--- src/core/status_event_regs.svh ---
`ifndef STATUS_EVENT_REGS_SVH
`define STATUS_EVENT_REGS_SVH

// Standard event bit positions
`define SE_BIT_OPC        0
`define SE_BIT_QUERY      2
`define SE_BIT_DEVICE     3
`define SE_BIT_EXEC       4
`define SE_BIT_CMD        5
`define SE_BIT_PWRON      7
`define SE_USED_MASK      8'hBD
`define SE_MASK_RESET     8'h00

// Doubtful-state bit positions
`define DQ_BIT_POWER      3
`define DQ_BIT_FREQ       5
`define DQ_BIT_LIMIT      9
`define DQ_USED_MASK      16'h0228

// Reference frequency bit
`define RF_BIT_EXTREF     8
`define RF_USED_MASK      16'h0100

// Activity register carries nothing
`define ACT_USED_MASK     16'h0000

// Status byte summary positions
`define STB_BIT_DOUBTFUL  3
`define STB_BIT_SUMMARY   5

// Error code ranges
`define ERR_CMD_CODE      16'hFF9C
`define ERR_EXEC_CODE     16'hFF38
`define ERR_DEV_CODE      16'hFED4

`endif

--- src/core/status_event_pkg.sv ---
package status_event_pkg;

  typedef enum logic [2:0] {
    SEL_SE_LATCH,
    SEL_SE_MASK,
    SEL_ACT_COND,
    SEL_ACT_EVENT,
    SEL_DQ_COND,
    SEL_DQ_EVENT,
    SEL_RF_COND,
    SEL_RF_EVENT
  } query_sel_e;

  typedef logic [15:0] status_word_t;

endpackage : status_event_pkg

--- src/core/status_group_if.sv ---
`timescale 1ns/1ps
`default_nettype none

interface status_group_if #(parameter int WIDTH = 16);
  logic [WIDTH-1:0] condition;
  logic [WIDTH-1:0] eventBits;
  logic [WIDTH-1:0] enableBits;
  logic readClear;
  logic summary;

  modport owner (
    input condition, enableBits, readClear,
    output eventBits, summary
  );
  modport user (
    output condition, enableBits, readClear,
    input eventBits, summary
  );
endinterface : status_group_if

`default_nettype wire

--- src/core/status_group.sv ---
`timescale 1ns/1ps
`default_nettype none

module status_group #(
  parameter int WIDTH = 16,
  parameter logic [15:0] USED = 16'h0000
) (
  // Clock and reset
  input wire logic sys_clk,
  input wire logic reset_n,
  // Group
  status_group_if.owner grp
);

  logic [WIDTH-1:0] eventReg;
  logic [WIDTH-1:0] eventNext;
  logic [WIDTH-1:0] riseMask;
  logic [WIDTH-1:0] condPrevReg;

  // Rising condition latches; set beats the read clear
  assign riseMask = grp.condition & ~condPrevReg & USED[WIDTH-1:0];
  assign eventNext = (grp.readClear ? '0 : eventReg) | riseMask;

  always_ff @(posedge sys_clk or negedge reset_n) begin
    if (!reset_n) begin
      eventReg <= '0;
      condPrevReg <= '0;
    end else begin
      eventReg <= eventNext;
      condPrevReg <= grp.condition;
    end
  end

  assign grp.eventBits = eventReg;
  assign grp.summary = |(eventReg & grp.enableBits);

  event_hold_a: assert property (
    @(posedge sys_clk) disable iff (!reset_n) !grp.readClear |=>
      (eventReg & $past(eventReg)) == $past(eventReg))
    else $error("Event bit lost without read");
  unused_zero_a: assert property (
    @(posedge sys_clk) disable iff (!reset_n)
    (eventReg & ~USED[WIDTH-1:0]) == '0)
    else $error("Unused event bit set");

endmodule : status_group

`default_nettype wire

--- src/core/instrument_status_event_registers.sv ---
`timescale 1ns/1ps
`default_nettype none
`include "status_event_regs.svh"

// Operation
// Operation complete sets bit 0 after drain
// Query protocol errors set bit 2
// Device fault sets bit 3, queues code
// Execution failure sets bit 4, queues code
// Bad command sets bit 5, queues code
// Power on sets bit 7
// Latch queryable, mask written and read
// Activity register condition and event parts
// Bit 15 zero; activity carries nothing
// Questionable bit 3 on doubtful power
// Questionable bit 5 on frequency fault
// Questionable bit 9 on limit violation
// Reference bit 8 while external reference
// Questionable condition and event separately readable
// Status bit 5 from enabled event
// Status bit 3 from enabled questionable
// Events latch until their query reads
// Unused bits zero, no summary
module instrument_status_event_registers #(
  parameter int SE_WIDTH = 8,
  parameter int ST_WIDTH = 16
) (
  // Clock and reset
  input wire logic sys_clk,
  input wire logic reset_n,
  // Command events
  input wire logic opcCommand,
  input wire logic commandsPending,
  input wire logic readWithoutQuery,
  input wire logic responseAbandoned,
  input wire logic deviceFault,
  input wire logic executionFault,
  input wire logic commandFault,
  // Instrument conditions
  input wire logic powerDoubtful,
  input wire logic freqFault,
  input wire logic limitViolated,
  input wire logic externalRefUsed,
  // Mask and enable writes
  input wire logic maskWrite,
  input wire logic [SE_WIDTH-1:0] maskData,
  input wire logic [ST_WIDTH-1:0] doubtfulEnable,
  // Query port
  input wire logic queryStrobe,
  input wire logic [2:0] querySelect,
  output logic [ST_WIDTH-1:0] queryData,
  output logic queryValid,
  // Error queue push
  output logic errorPush,
  output logic [15:0] errorCode,
  // Summaries
  output logic [7:0] statusSummary
);

  logic [SE_WIDTH-1:0] seLatchReg;
  logic [SE_WIDTH-1:0] seLatchNext;
  logic [SE_WIDTH-1:0] seSet;
  logic [SE_WIDTH-1:0] seMaskReg;
  logic opcArmedReg;
  logic opcFire;
  logic powerOnReg;
  logic seSummary;
  logic [ST_WIDTH-1:0] queryDataReg;
  logic queryValidReg;
  logic errorPushReg;
  logic [15:0] errorCodeReg;
  logic [ST_WIDTH-1:0] dqCond;
  logic [ST_WIDTH-1:0] rfCond;
  logic [ST_WIDTH-1:0] actCond;
  logic [ST_WIDTH-1:0] queryMux;
  logic rdSeLatch;

  status_group_if #(.WIDTH(ST_WIDTH)) actGrp ();
  status_group_if #(.WIDTH(ST_WIDTH)) dqGrp ();
  status_group_if #(.WIDTH(ST_WIDTH)) rfGrp ();

  // Strobe passed in so continuous decodes follow it
  function automatic logic sel_is(input logic strobe, input logic [2:0] s,
                                  input status_event_pkg::query_sel_e v);
    sel_is = strobe && (s == 3'(v));
  endfunction : sel_is

  // Operation complete waits for earlier commands to drain
  assign opcFire = (opcCommand || opcArmedReg) && !commandsPending;

  assign seSet = SE_WIDTH'(
      ({7'h00, opcFire} << `SE_BIT_OPC) |
      ({7'h00, readWithoutQuery | responseAbandoned} << `SE_BIT_QUERY) |
      ({7'h00, deviceFault} << `SE_BIT_DEVICE) |
      ({7'h00, executionFault} << `SE_BIT_EXEC) |
      ({7'h00, commandFault} << `SE_BIT_CMD) |
      ({7'h00, powerOnReg} << `SE_BIT_PWRON));

  assign rdSeLatch = sel_is(queryStrobe, querySelect,
      status_event_pkg::SEL_SE_LATCH);
  // Set wins over the read clear
  assign seLatchNext = ((rdSeLatch ? '0 : seLatchReg) | seSet)
      & `SE_USED_MASK;
  assign seSummary = |(seLatchReg & seMaskReg);

  always_ff @(posedge sys_clk or negedge reset_n) begin
    if (!reset_n) begin
      seLatchReg <= '0;
      opcArmedReg <= 1'b0;
      powerOnReg <= 1'b1;
    end else begin
      seLatchReg <= seLatchNext;
      opcArmedReg <= (opcCommand || opcArmedReg) && commandsPending;
      powerOnReg <= 1'b0;
    end
  end

  always_ff @(posedge sys_clk or negedge reset_n) begin
    if (!reset_n) begin
      seMaskReg <= `SE_MASK_RESET;
    end else if (maskWrite) begin
      seMaskReg <= maskData;
    end
  end

  // Error code with highest severity when several arrive together
  always_ff @(posedge sys_clk or negedge reset_n) begin
    if (!reset_n) begin
      errorPushReg <= 1'b0;
      errorCodeReg <= 16'h0000;
    end else begin
      errorPushReg <= deviceFault | executionFault | commandFault;
      if (deviceFault) begin
        errorCodeReg <= `ERR_DEV_CODE;
      end else if (executionFault) begin
        errorCodeReg <= `ERR_EXEC_CODE;
      end else if (commandFault) begin
        errorCodeReg <= `ERR_CMD_CODE;
      end
    end
  end

  // Condition parts; bit 15 is never driven
  assign actCond = `ACT_USED_MASK;
  assign dqCond = ST_WIDTH'(
      ({15'h0000, powerDoubtful} << `DQ_BIT_POWER) |
      ({15'h0000, freqFault} << `DQ_BIT_FREQ) |
      ({15'h0000, limitViolated} << `DQ_BIT_LIMIT));
  assign rfCond = ST_WIDTH'({15'h0000, externalRefUsed} << `RF_BIT_EXTREF);

  assign actGrp.condition = actCond;
  assign actGrp.enableBits = '0;
  assign actGrp.readClear = sel_is(queryStrobe, querySelect,
      status_event_pkg::SEL_ACT_EVENT);
  assign dqGrp.condition = dqCond;
  assign dqGrp.enableBits = doubtfulEnable & `DQ_USED_MASK;
  assign dqGrp.readClear = sel_is(queryStrobe, querySelect,
      status_event_pkg::SEL_DQ_EVENT);
  assign rfGrp.condition = rfCond;
  assign rfGrp.enableBits = '0;
  assign rfGrp.readClear = sel_is(queryStrobe, querySelect,
      status_event_pkg::SEL_RF_EVENT);

  status_group #(.WIDTH(ST_WIDTH), .USED(`ACT_USED_MASK)) u_act (
    .sys_clk(sys_clk),
    .reset_n(reset_n),
    .grp(actGrp.owner)
  );
  status_group #(.WIDTH(ST_WIDTH), .USED(`DQ_USED_MASK)) u_dq (
    .sys_clk(sys_clk),
    .reset_n(reset_n),
    .grp(dqGrp.owner)
  );
  status_group #(.WIDTH(ST_WIDTH), .USED(`RF_USED_MASK)) u_rf (
    .sys_clk(sys_clk),
    .reset_n(reset_n),
    .grp(rfGrp.owner)
  );

  always_comb begin
    case (querySelect)
      3'(status_event_pkg::SEL_SE_LATCH): queryMux = ST_WIDTH'(seLatchReg);
      3'(status_event_pkg::SEL_SE_MASK): queryMux = ST_WIDTH'(seMaskReg);
      3'(status_event_pkg::SEL_ACT_COND): queryMux = actCond;
      3'(status_event_pkg::SEL_ACT_EVENT): queryMux = actGrp.eventBits;
      3'(status_event_pkg::SEL_DQ_COND): queryMux = dqCond;
      3'(status_event_pkg::SEL_DQ_EVENT): queryMux = dqGrp.eventBits;
      3'(status_event_pkg::SEL_RF_COND): queryMux = rfCond;
      3'(status_event_pkg::SEL_RF_EVENT): queryMux = rfGrp.eventBits;
      default: queryMux = '0;
    endcase
  end

  // Answer registered one cycle after the strobe
  always_ff @(posedge sys_clk or negedge reset_n) begin
    if (!reset_n) begin
      queryDataReg <= '0;
      queryValidReg <= 1'b0;
    end else begin
      queryValidReg <= queryStrobe;
      if (queryStrobe) begin
        queryDataReg <= queryMux & 16'h7FFF;
      end
    end
  end

  assign queryData = queryDataReg;
  assign queryValid = queryValidReg;
  assign errorPush = errorPushReg;
  assign errorCode = errorCodeReg;
  assign statusSummary = {2'b00, seSummary, 1'b0, dqGrp.summary, 3'b000};

  // Command events
  opc_wait_a: assert property (
    @(posedge sys_clk) disable iff (!reset_n)
    (commandsPending && !seLatchReg[`SE_BIT_OPC])
      |=> !seLatchReg[`SE_BIT_OPC])
    else $error("Operation complete before drain");
  opc_drain_a: assert property (
    @(posedge sys_clk) disable iff (!reset_n)
    (opcArmedReg && !commandsPending) |=> seLatchReg[`SE_BIT_OPC])
    else $error("Operation complete missing after drain");
  query_err_a: assert property (
    @(posedge sys_clk) disable iff (!reset_n)
    (readWithoutQuery || responseAbandoned) |=> seLatchReg[`SE_BIT_QUERY])
    else $error("Query error not latched");
  dev_err_a: assert property (
    @(posedge sys_clk) disable iff (!reset_n)
    deviceFault |=> seLatchReg[`SE_BIT_DEVICE] && errorPush
      && errorCode == `ERR_DEV_CODE)
    else $error("Device fault not reported");
  err_quiet_a: assert property (
    @(posedge sys_clk) disable iff (!reset_n)
    !(deviceFault || executionFault || commandFault) |=> !errorPush)
    else $error("Error pushed without fault");
  exec_err_a: assert property (
    @(posedge sys_clk) disable iff (!reset_n)
    (executionFault && !deviceFault) |=> seLatchReg[`SE_BIT_EXEC]
      && errorCode == `ERR_EXEC_CODE)
    else $error("Execution fault not reported");
  cmd_err_a: assert property (
    @(posedge sys_clk) disable iff (!reset_n)
    (commandFault && !deviceFault && !executionFault)
      |=> seLatchReg[`SE_BIT_CMD] && errorCode == `ERR_CMD_CODE)
    else $error("Command fault not reported");
  power_on_a: assert property (
    @(posedge sys_clk) disable iff (!reset_n)
    powerOnReg |=> seLatchReg[`SE_BIT_PWRON])
    else $error("Power on bit not latched");

  // Mask and latch
  mask_write_a: assert property (
    @(posedge sys_clk) disable iff (!reset_n)
    maskWrite |=> seMaskReg == $past(maskData))
    else $error("Mask write lost");
  mask_hold_a: assert property (
    @(posedge sys_clk) disable iff (!reset_n)
    !maskWrite |=> $stable(seMaskReg))
    else $error("Mask changed without write");
  latch_hold_a: assert property (
    @(posedge sys_clk) disable iff (!reset_n)
    !rdSeLatch |=> (seLatchReg & $past(seLatchReg)) == $past(seLatchReg))
    else $error("Event cleared without read");
  rd_clear_a: assert property (
    @(posedge sys_clk) disable iff (!reset_n)
    (rdSeLatch && seSet == '0) |=> seLatchReg == '0)
    else $error("Event latch not cleared by read");

  // Status groups
  act_zero_a: assert property (
    @(posedge sys_clk) disable iff (!reset_n)
    actGrp.eventBits == '0)
    else $error("Activity event bit set");
  bit15_zero_a: assert property (
    @(posedge sys_clk) disable iff (!reset_n)
    queryValid |-> !queryData[15])
    else $error("Bit 15 read as one");
  dq_power_a: assert property (
    @(posedge sys_clk) disable iff (!reset_n)
    $rose(powerDoubtful) |=> dqGrp.eventBits[`DQ_BIT_POWER])
    else $error("Power event not latched");
  dq_freq_a: assert property (
    @(posedge sys_clk) disable iff (!reset_n)
    $rose(freqFault) |=> dqGrp.eventBits[`DQ_BIT_FREQ])
    else $error("Frequency event not latched");
  dq_limit_a: assert property (
    @(posedge sys_clk) disable iff (!reset_n)
    $rose(limitViolated) |=> dqGrp.eventBits[`DQ_BIT_LIMIT])
    else $error("Limit event not latched");
  ref_ext_a: assert property (
    @(posedge sys_clk) disable iff (!reset_n)
    $rose(externalRefUsed) |=> rfGrp.eventBits[`RF_BIT_EXTREF])
    else $error("Reference event not latched");

  // Summaries
  se_summary_a: assert property (
    @(posedge sys_clk) disable iff (!reset_n)
    statusSummary[`STB_BIT_SUMMARY] == |(seLatchReg & seMaskReg))
    else $error("Event summary mismatch");
  dq_summary_a: assert property (
    @(posedge sys_clk) disable iff (!reset_n)
    statusSummary[`STB_BIT_DOUBTFUL]
      == |(dqGrp.eventBits & doubtfulEnable & `DQ_USED_MASK))
    else $error("Questionable summary mismatch");
  summary_zero_a: assert property (
    @(posedge sys_clk) disable iff (!reset_n)
    (statusSummary & 8'hD7) == 8'h00)
    else $error("Unused summary bit set");

  // Query handshake
  query_valid_a: assert property (
    @(posedge sys_clk) disable iff (!reset_n)
    queryStrobe |=> queryValid)
    else $error("Query answer missing");

  opc_cov: cover property (@(posedge sys_clk) disable iff (!reset_n)
    opcCommand && commandsPending ##[1:20] seLatchReg[`SE_BIT_OPC]);
  srq_cov: cover property (@(posedge sys_clk) disable iff (!reset_n)
    $rose(statusSummary[`STB_BIT_SUMMARY]));
  dq_cov: cover property (@(posedge sys_clk) disable iff (!reset_n)
    $rose(statusSummary[`STB_BIT_DOUBTFUL]));
  err_cov: cover property (@(posedge sys_clk) disable iff (!reset_n)
    deviceFault && executionFault && commandFault);
  ref_cov: cover property (@(posedge sys_clk) disable iff (!reset_n)
    $rose(rfGrp.eventBits[`RF_BIT_EXTREF]));

endmodule : instrument_status_event_registers

`default_nettype wire

--- config.mk ---
export PLATFORM = sky130hd
export DESIGN_NAME = instrument_status_event_registers
export DESIGN_NICKNAME = d
export VERILOG_FILES = /design/src/core/status_event_pkg.sv /design/src/core/status_group_if.sv /design/src/core/status_group.sv /design/src/core/instrument_status_event_registers.sv
export VERILOG_INCLUDE_DIRS = /design/src /design/src/core
export SDC_FILE = /design/constraint.sdc
export NUM_CORES = 1
export LEC_CHECK = 0
export BUFFER_PORTS_ARGS = -buffer_cell sky130_fd_sc_hd__buf_4
export CAP_MARGIN = 10
export CELL_PAD_IN_SITES_DETAIL_PLACEMENT = 0
export CELL_PAD_IN_SITES_GLOBAL_PLACEMENT = 1
export CORE_ASPECT_RATIO = 1.75
export CORE_UTILIZATION = 38
export DETAILED_ROUTE_END_ITERATION = 10
export GPL_ROUTABILITY_DRIVEN = 0
export PLACE_DENSITY_LB_ADDON = 0.1
export SYNTH_ARGS = -nofsm -noshare
export SYNTH_HDL_FRONTEND = slang
export SYNTH_SLANG_ARGS = --single-unit
--- constraint.sdc ---
create_clock -name sys_clk -period 2.9 [get_ports sys_clk]
set_input_delay 0.435 -clock sys_clk [delete_from_list [all_inputs] [get_ports sys_clk]]
set_output_delay 0.435 -clock sys_clk [all_outputs]
set_load 0.005 [all_outputs]
### Word-level counts from Yosys, hierarchy flattened

Cells that the tools add are included.
W data, S select, Z words.

| storage, ports and cells | value |
|---|---|
| memory bits (writable) | 0 |
| bits in registers | 92 |
| output and inout port bits | 42 |
| logic and storage cells | 57 |
| latch bits | 0 |
| bits in read-only memories | 0 |
| input port bits | 42 |
| memories kept | 0 |

| operators by class | value |
|---|---|
| equal/unequal tests | 7 |
| multiply operators | 0 |
| $add $sub $neg | 0 |
| div/mod/pow operators | 0 |
| bitwise logic cells | 19 |
| order comparisons | 0 |
| shift operators | 0 |
| muxes and demuxes | 7 |
| reductions and logical operators | 12 |

Operators by type and width:

| operator | number |
|---|---|
| $pmux W15 S7 | 1 |
| $mux W16 | 5 |
| $and A16 B10 Y16 | 1 |
| $or A16 B10 Y16 | 1 |
| $or A16 B9 Y16 | 1 |
| $reduce_or A16 Y1 | 1 |
| $eq A3 B3 Y1 const B | 4 |
| $and A10 B10 Y10 | 1 |
| $not A10 Y10 | 1 |
| $or A6 B10 Y10 | 1 |
| $and A9 B9 Y9 | 1 |
| $not A9 Y9 | 1 |
| $and A8 B8 Y8 | 1 |
| $mux W8 | 1 |
| $or A6 B8 Y8 | 1 |
| $or A8 B8 Y8 | 1 |
| $reduce_or A8 Y1 | 1 |
| $eq A3 B2 Y1 const B | 2 |
| $or A4 B6 Y6 | 1 |
| $or A5 B6 Y6 | 1 |
| $logic_and A1 B1 Y1 | 5 |
| $or A4 B5 Y5 | 1 |
| $or A3 B4 Y4 | 1 |
| $eq A3 B1 Y1 const B | 1 |
| other kinds (7) | 9 |

### Longest topological paths before layout

| depth | value |
|---|---|
| depth after elaboration | 8 |
| depth in mapped cells | 4 |

### By module

Synthesis repeated with hierarchy kept, for this count alone.

| unflattened totals | value |
|---|---|
| cell total of the unflattened synthesis | 270 |
| area total of the unflattened synthesis | 2688.8 µm² |

Modules (own cells, without submodules):

| module | instances | sequential area each (µm²) | area each (µm²) | cells each |
|---|---|---|---|---|
| instrument_status_event_registers | 1 | 952.2 | 2057.0 | 199 |
| status_group at u_dq | 1 | 150.1 | 306.5 | 31 |
| status_group at u_rf | 1 | 50.0 | 193.9 | 22 |
| status_group at u_act | 1 | 0.0 | 131.4 | 18 |

### Worst setup path after synthesis

OpenSTA, ideal clock, no wires.

| path | value |
|---|---|
| path type | input port to flip-flop |
| start point | input querySelect[0] |
| end point | register seLatchReg[2] |
| slack | 1.303 ns |
| arrival time | 1.473 ns |
| stages | 4 |
| required time | 2.776 ns |
| library setup time | 0.124 ns |
| path buffers | 2 |
| path through | buf_6 -> or4b_1 -> buf_2 -> a211o_1 |

| on the way | value |
|---|---|
| longest elaborated chain between the ends | 4 |

Ends and longest elaborated chain:

| what | RTL line | text |
|---|---|---|
| start: declaration | instrument_status_event_registers.sv:50 | `input wire logic [2:0] querySelect,` |
| $logic_not A3 Y1 | instrument_status_event_registers.sv:85 | `sel_is = strobe && (s == 3'(v));` |
| $logic_and A1 B1 Y1 | instrument_status_event_registers.sv:85 |  |
| $mux W8 | instrument_status_event_registers.sv:102 | `assign seLatchNext = ((rdSeLatch ? '0 : seLatchReg) \| seSet)` |
| $or A8 B8 Y8 | instrument_status_event_registers.sv:102 |  |
| named net seLatchNext[2] | instrument_status_event_registers.sv:61 | `logic [SE_WIDTH-1:0] seLatchNext;` |
| end signal: assignment | instrument_status_event_registers.sv:112 | `seLatchReg <= seLatchNext;` |
| end: declaration | instrument_status_event_registers.sv:60 | `logic [SE_WIDTH-1:0] seLatchReg;` |

The timed path passes the listed nets, and every way through them passes these cells.
A chain may end at the register's enable or synchronous reset.

### Final worst setup path

| path | value |
|---|---|
| start point | register u_dq.eventReg[3], in the netlist u_dq.grp.eventBits[3] |
| end point | output statusSummary[3] |

| on the way | value |
|---|---|
| longest elaborated chain between the ends | 2 |

Ends and longest elaborated chain:

| what | RTL line | text |
|---|---|---|
| start: declaration | status_group.sv:15 | `logic [WIDTH-1:0] eventReg;` |
| start signal: assignment | status_group.sv:29 | `eventReg <= eventNext;` |
| $and A16 B10 Y16 | status_group.sv:35 | `assign grp.summary = \|(eventReg & grp.enableBits);` |
| $reduce_or A16 Y1 | status_group.sv:35 |  |
| end: declaration | instrument_status_event_registers.sv:57 | `output logic [7:0] statusSummary` |

Every way passes these cells.

==> results.txt <==
Async SR Flop Fraction - 100%
Max Clk Rate - 605 MHz
Post-CTS setup buffers - 0
WP data arrival - 1220 ps
Final ANT Viol Nets - 0
TritonCTS clock tree - built
Clock root buffer - clkbuf_8
CORE AREA - 4480 sq um
Die Wd - 54.1 um
Clk_lat worst skew - 290 ps
Share of cells above drive strength 1 - 41.8%
RSZ-0062 raised after global routing - false
Clk sinks - 41
Crit. End Element - output pin
Grt total ovfl - 0
Max_cap viols - 0
Final Max Tran Viols - 0
Power Total - 1.19 mW
Worst-Margin Slew - 682 ps
Top cell type by total area after synthesis - dfrtp_1
CTS Buffer Depth - 2
Vias per cell - 4.97
Final Cycle Share - 57.0%
Primary FF master, synth - dfrtp_1
Setup-failing EPs final - 0
Die footprint - 5050 sq um
Crit path required time - 2470 ps
Synth area leaders - dfrtp_1 55%, buf_4 10%, mux2_2 5.0%
HP Class - in -> async
Vert. Die Dim - 93.2 um
1st-pass router iterations - 4
CP top delay family - flip-flops
Area delta synth->final - 23.8%
Synth cell types - 34
Final HPWL DP - 2760 um
Cell chain of the critical path - a222oi_1 -> inv_1 -> buf_4
Row count - 32
Peak VDD IR - 0.000357 V
FF/Latch Area - 1030 sq um
PwrDens - 533 nW/um^2
Setup TNS - 0 ps
Synth Instances - 140
Max stage delay on crit path - 410 ps
Hold Fails Final Rpt - 0
CP max stage cell - dfrtp_1
Status - complete, no violations
Hold_buf cts - 0
Warnings, synthesis - 0
Yosys reg bits - 41
H-tree levels - 2
Slew margin rel. - 53.9%
Gr usage total - 15.5%
Tmin final - 1650 ps
Initial antenna violation count - 0
Num CTS Buffers - 5
Drt wl/cell - 15.2 um
Commonest cells in the netlist - 40 x dfrtp_1, 25 x buf_4, 8 x a22o_1, 8 x mux2_2, 7 x inv_1
First-pass GRT wire length - 5530 um
Sequential share of the synthesized area - 56.9%
Post-synth EDFFs - 0
Setup Skew - 1.57 ps
# diodes - 0
DRC - 0
Fillers - 429
Final WL - 3640 um
Vias - 1193
Leakage - 1.07 nW
Crit Path Category - reg -> out
CP max FO - 3
Worst path bufs/invs - 2
Yosys top cell area share - 55.4%
Startpoint types - flop
DR iter-0 viols - 20
Post-cts sizing count - 0
Most frequent cell after synthesis - dfrtp_1
Fin nets - 230
Worst-path clk slew - 70 ps
Largest net degree at the start of global routing - 42
Area occupied by multi-input gates - 589 sq um
# port buffers - 56
# IOs - 84
Mean Syn Cell Area - 12.9 sq um
Vias in the first global route - 1180
Cell Area, Synth - 1810 sq um
Initial Util - 40.3%
## final cells by class
class                   instances  area share, %
multi-input cells              76           26.4
clock buffers                   7           4.31
inverters                       7           1.18
well taps                      51           2.85
flip-flops and latches         41           45.9
repair buffers                 57           19.1
clock inverters                 1          0.224
## cells in the final DEF (no fill, tap or decap), types with 2 or more instances in the layout
| cell type | instances |
|---|---|
| nand3_1 | 2 |
| inv_1 | 7 |
| a22o_1 | 8 |
| a22oi_1 | 3 |
| mux2_2 | 8 |
| dfrtp_1 | 40 |
| conb_1 | 15 |
| o2bb2ai_1 | 3 |
| a221o_1 | 4 |
| mux2i_1 | 2 |
| nor2_1 | 4 |
| mux4_1 | 2 |
| nor2b_1 | 6 |
| clkbuf_8 | 7 |
| a21o_2 | 4 |
| buf_4 | 57 |
## final timing paths
path                       slack (ps)                   to                  start  cells after the start
setup / recovery                 1250     statusSummary[3]  u_dq.grp.eventBits[3]                      3
hold / removal                    110           queryValid                reset_n                      1
setup reg to reg                 1670         queryData[5]           seMaskReg[5]                      2
hold reg to reg                   500         queryData[6]           seMaskReg[6]                      1
max in group asynchronous        2420           powerOnReg                reset_n                      1
min in group sys_clk              260  u_dq.condPrevReg[9]          limitViolated                      1
## per-stage QoR
step / setup slack, ps / cell area (sq um) / util, % / hold WS (ps) / cells
2_1_floorplan: 1300 / 1860 / - / 139 / 154
4_1_cts: 1220 / 2240 / 49.9 / 130 / 240
5_1_grt: 1160 / 2240 / 49.9 / 164 / 240
3_5_place_dp: 1150 / 2130 / 47.6 / 448 / 232
6_report: 1250 / 2240 / 49.9 / 115 / 240
3_3_place_gp: 1150 / 2130 / 47.6 / 434 / 232
## where the power goes
| group | total (mW) | internal [mW] | leakage, nW | switching [mW] |
|---|---|---|---|---|
| Combinational | 0.152 | 0.0882 | 0.547 | 0.0639 |
| Clock | 0.402 | 0.215 | 0.0542 | 0.187 |
| Sequential | 0.639 | 0.612 | 0.466 | 0.0263 |
| Total | 1.19 | 0.915 | 1.07 | 0.277 |
## routing by layer
metal | GRT usage (%) | up-vias | share of wire [%]
met3 | 3.90 | 5 | 4.7
met4 | 6.41 | 0 | 1.6
met1 | 16.1 | 600 | 36
met2 | 27.7 | 36 | 58
met5 | 0 | - | 0
li1 | - | 552 | -
## cells by family (layout without fill, tap and decap cells)
logic type	Yosys count	count (layout)	synth area share, %
buf+inv	37	72	13.4
flops	41	41	56.9
compound gates	27	27	12.9
other cells	1	15	0.208
mux	12	12	9.00
simple gates	22	22	7.62
## sequential cells by signal, summed over array words and instances (netlist names)
name	flops
queryData	10
seMaskReg	8
seLatchReg	6
errorCode	5
u_dq.condPrevReg	3
u_dq.grp.eventBits	3
errorPush	1
opcArmedReg	1
powerOnReg	1
queryValid	1
u_rf.condPrevReg	1
u_rf.grp.eventBits	1
(Power assumes the default switching activity.)
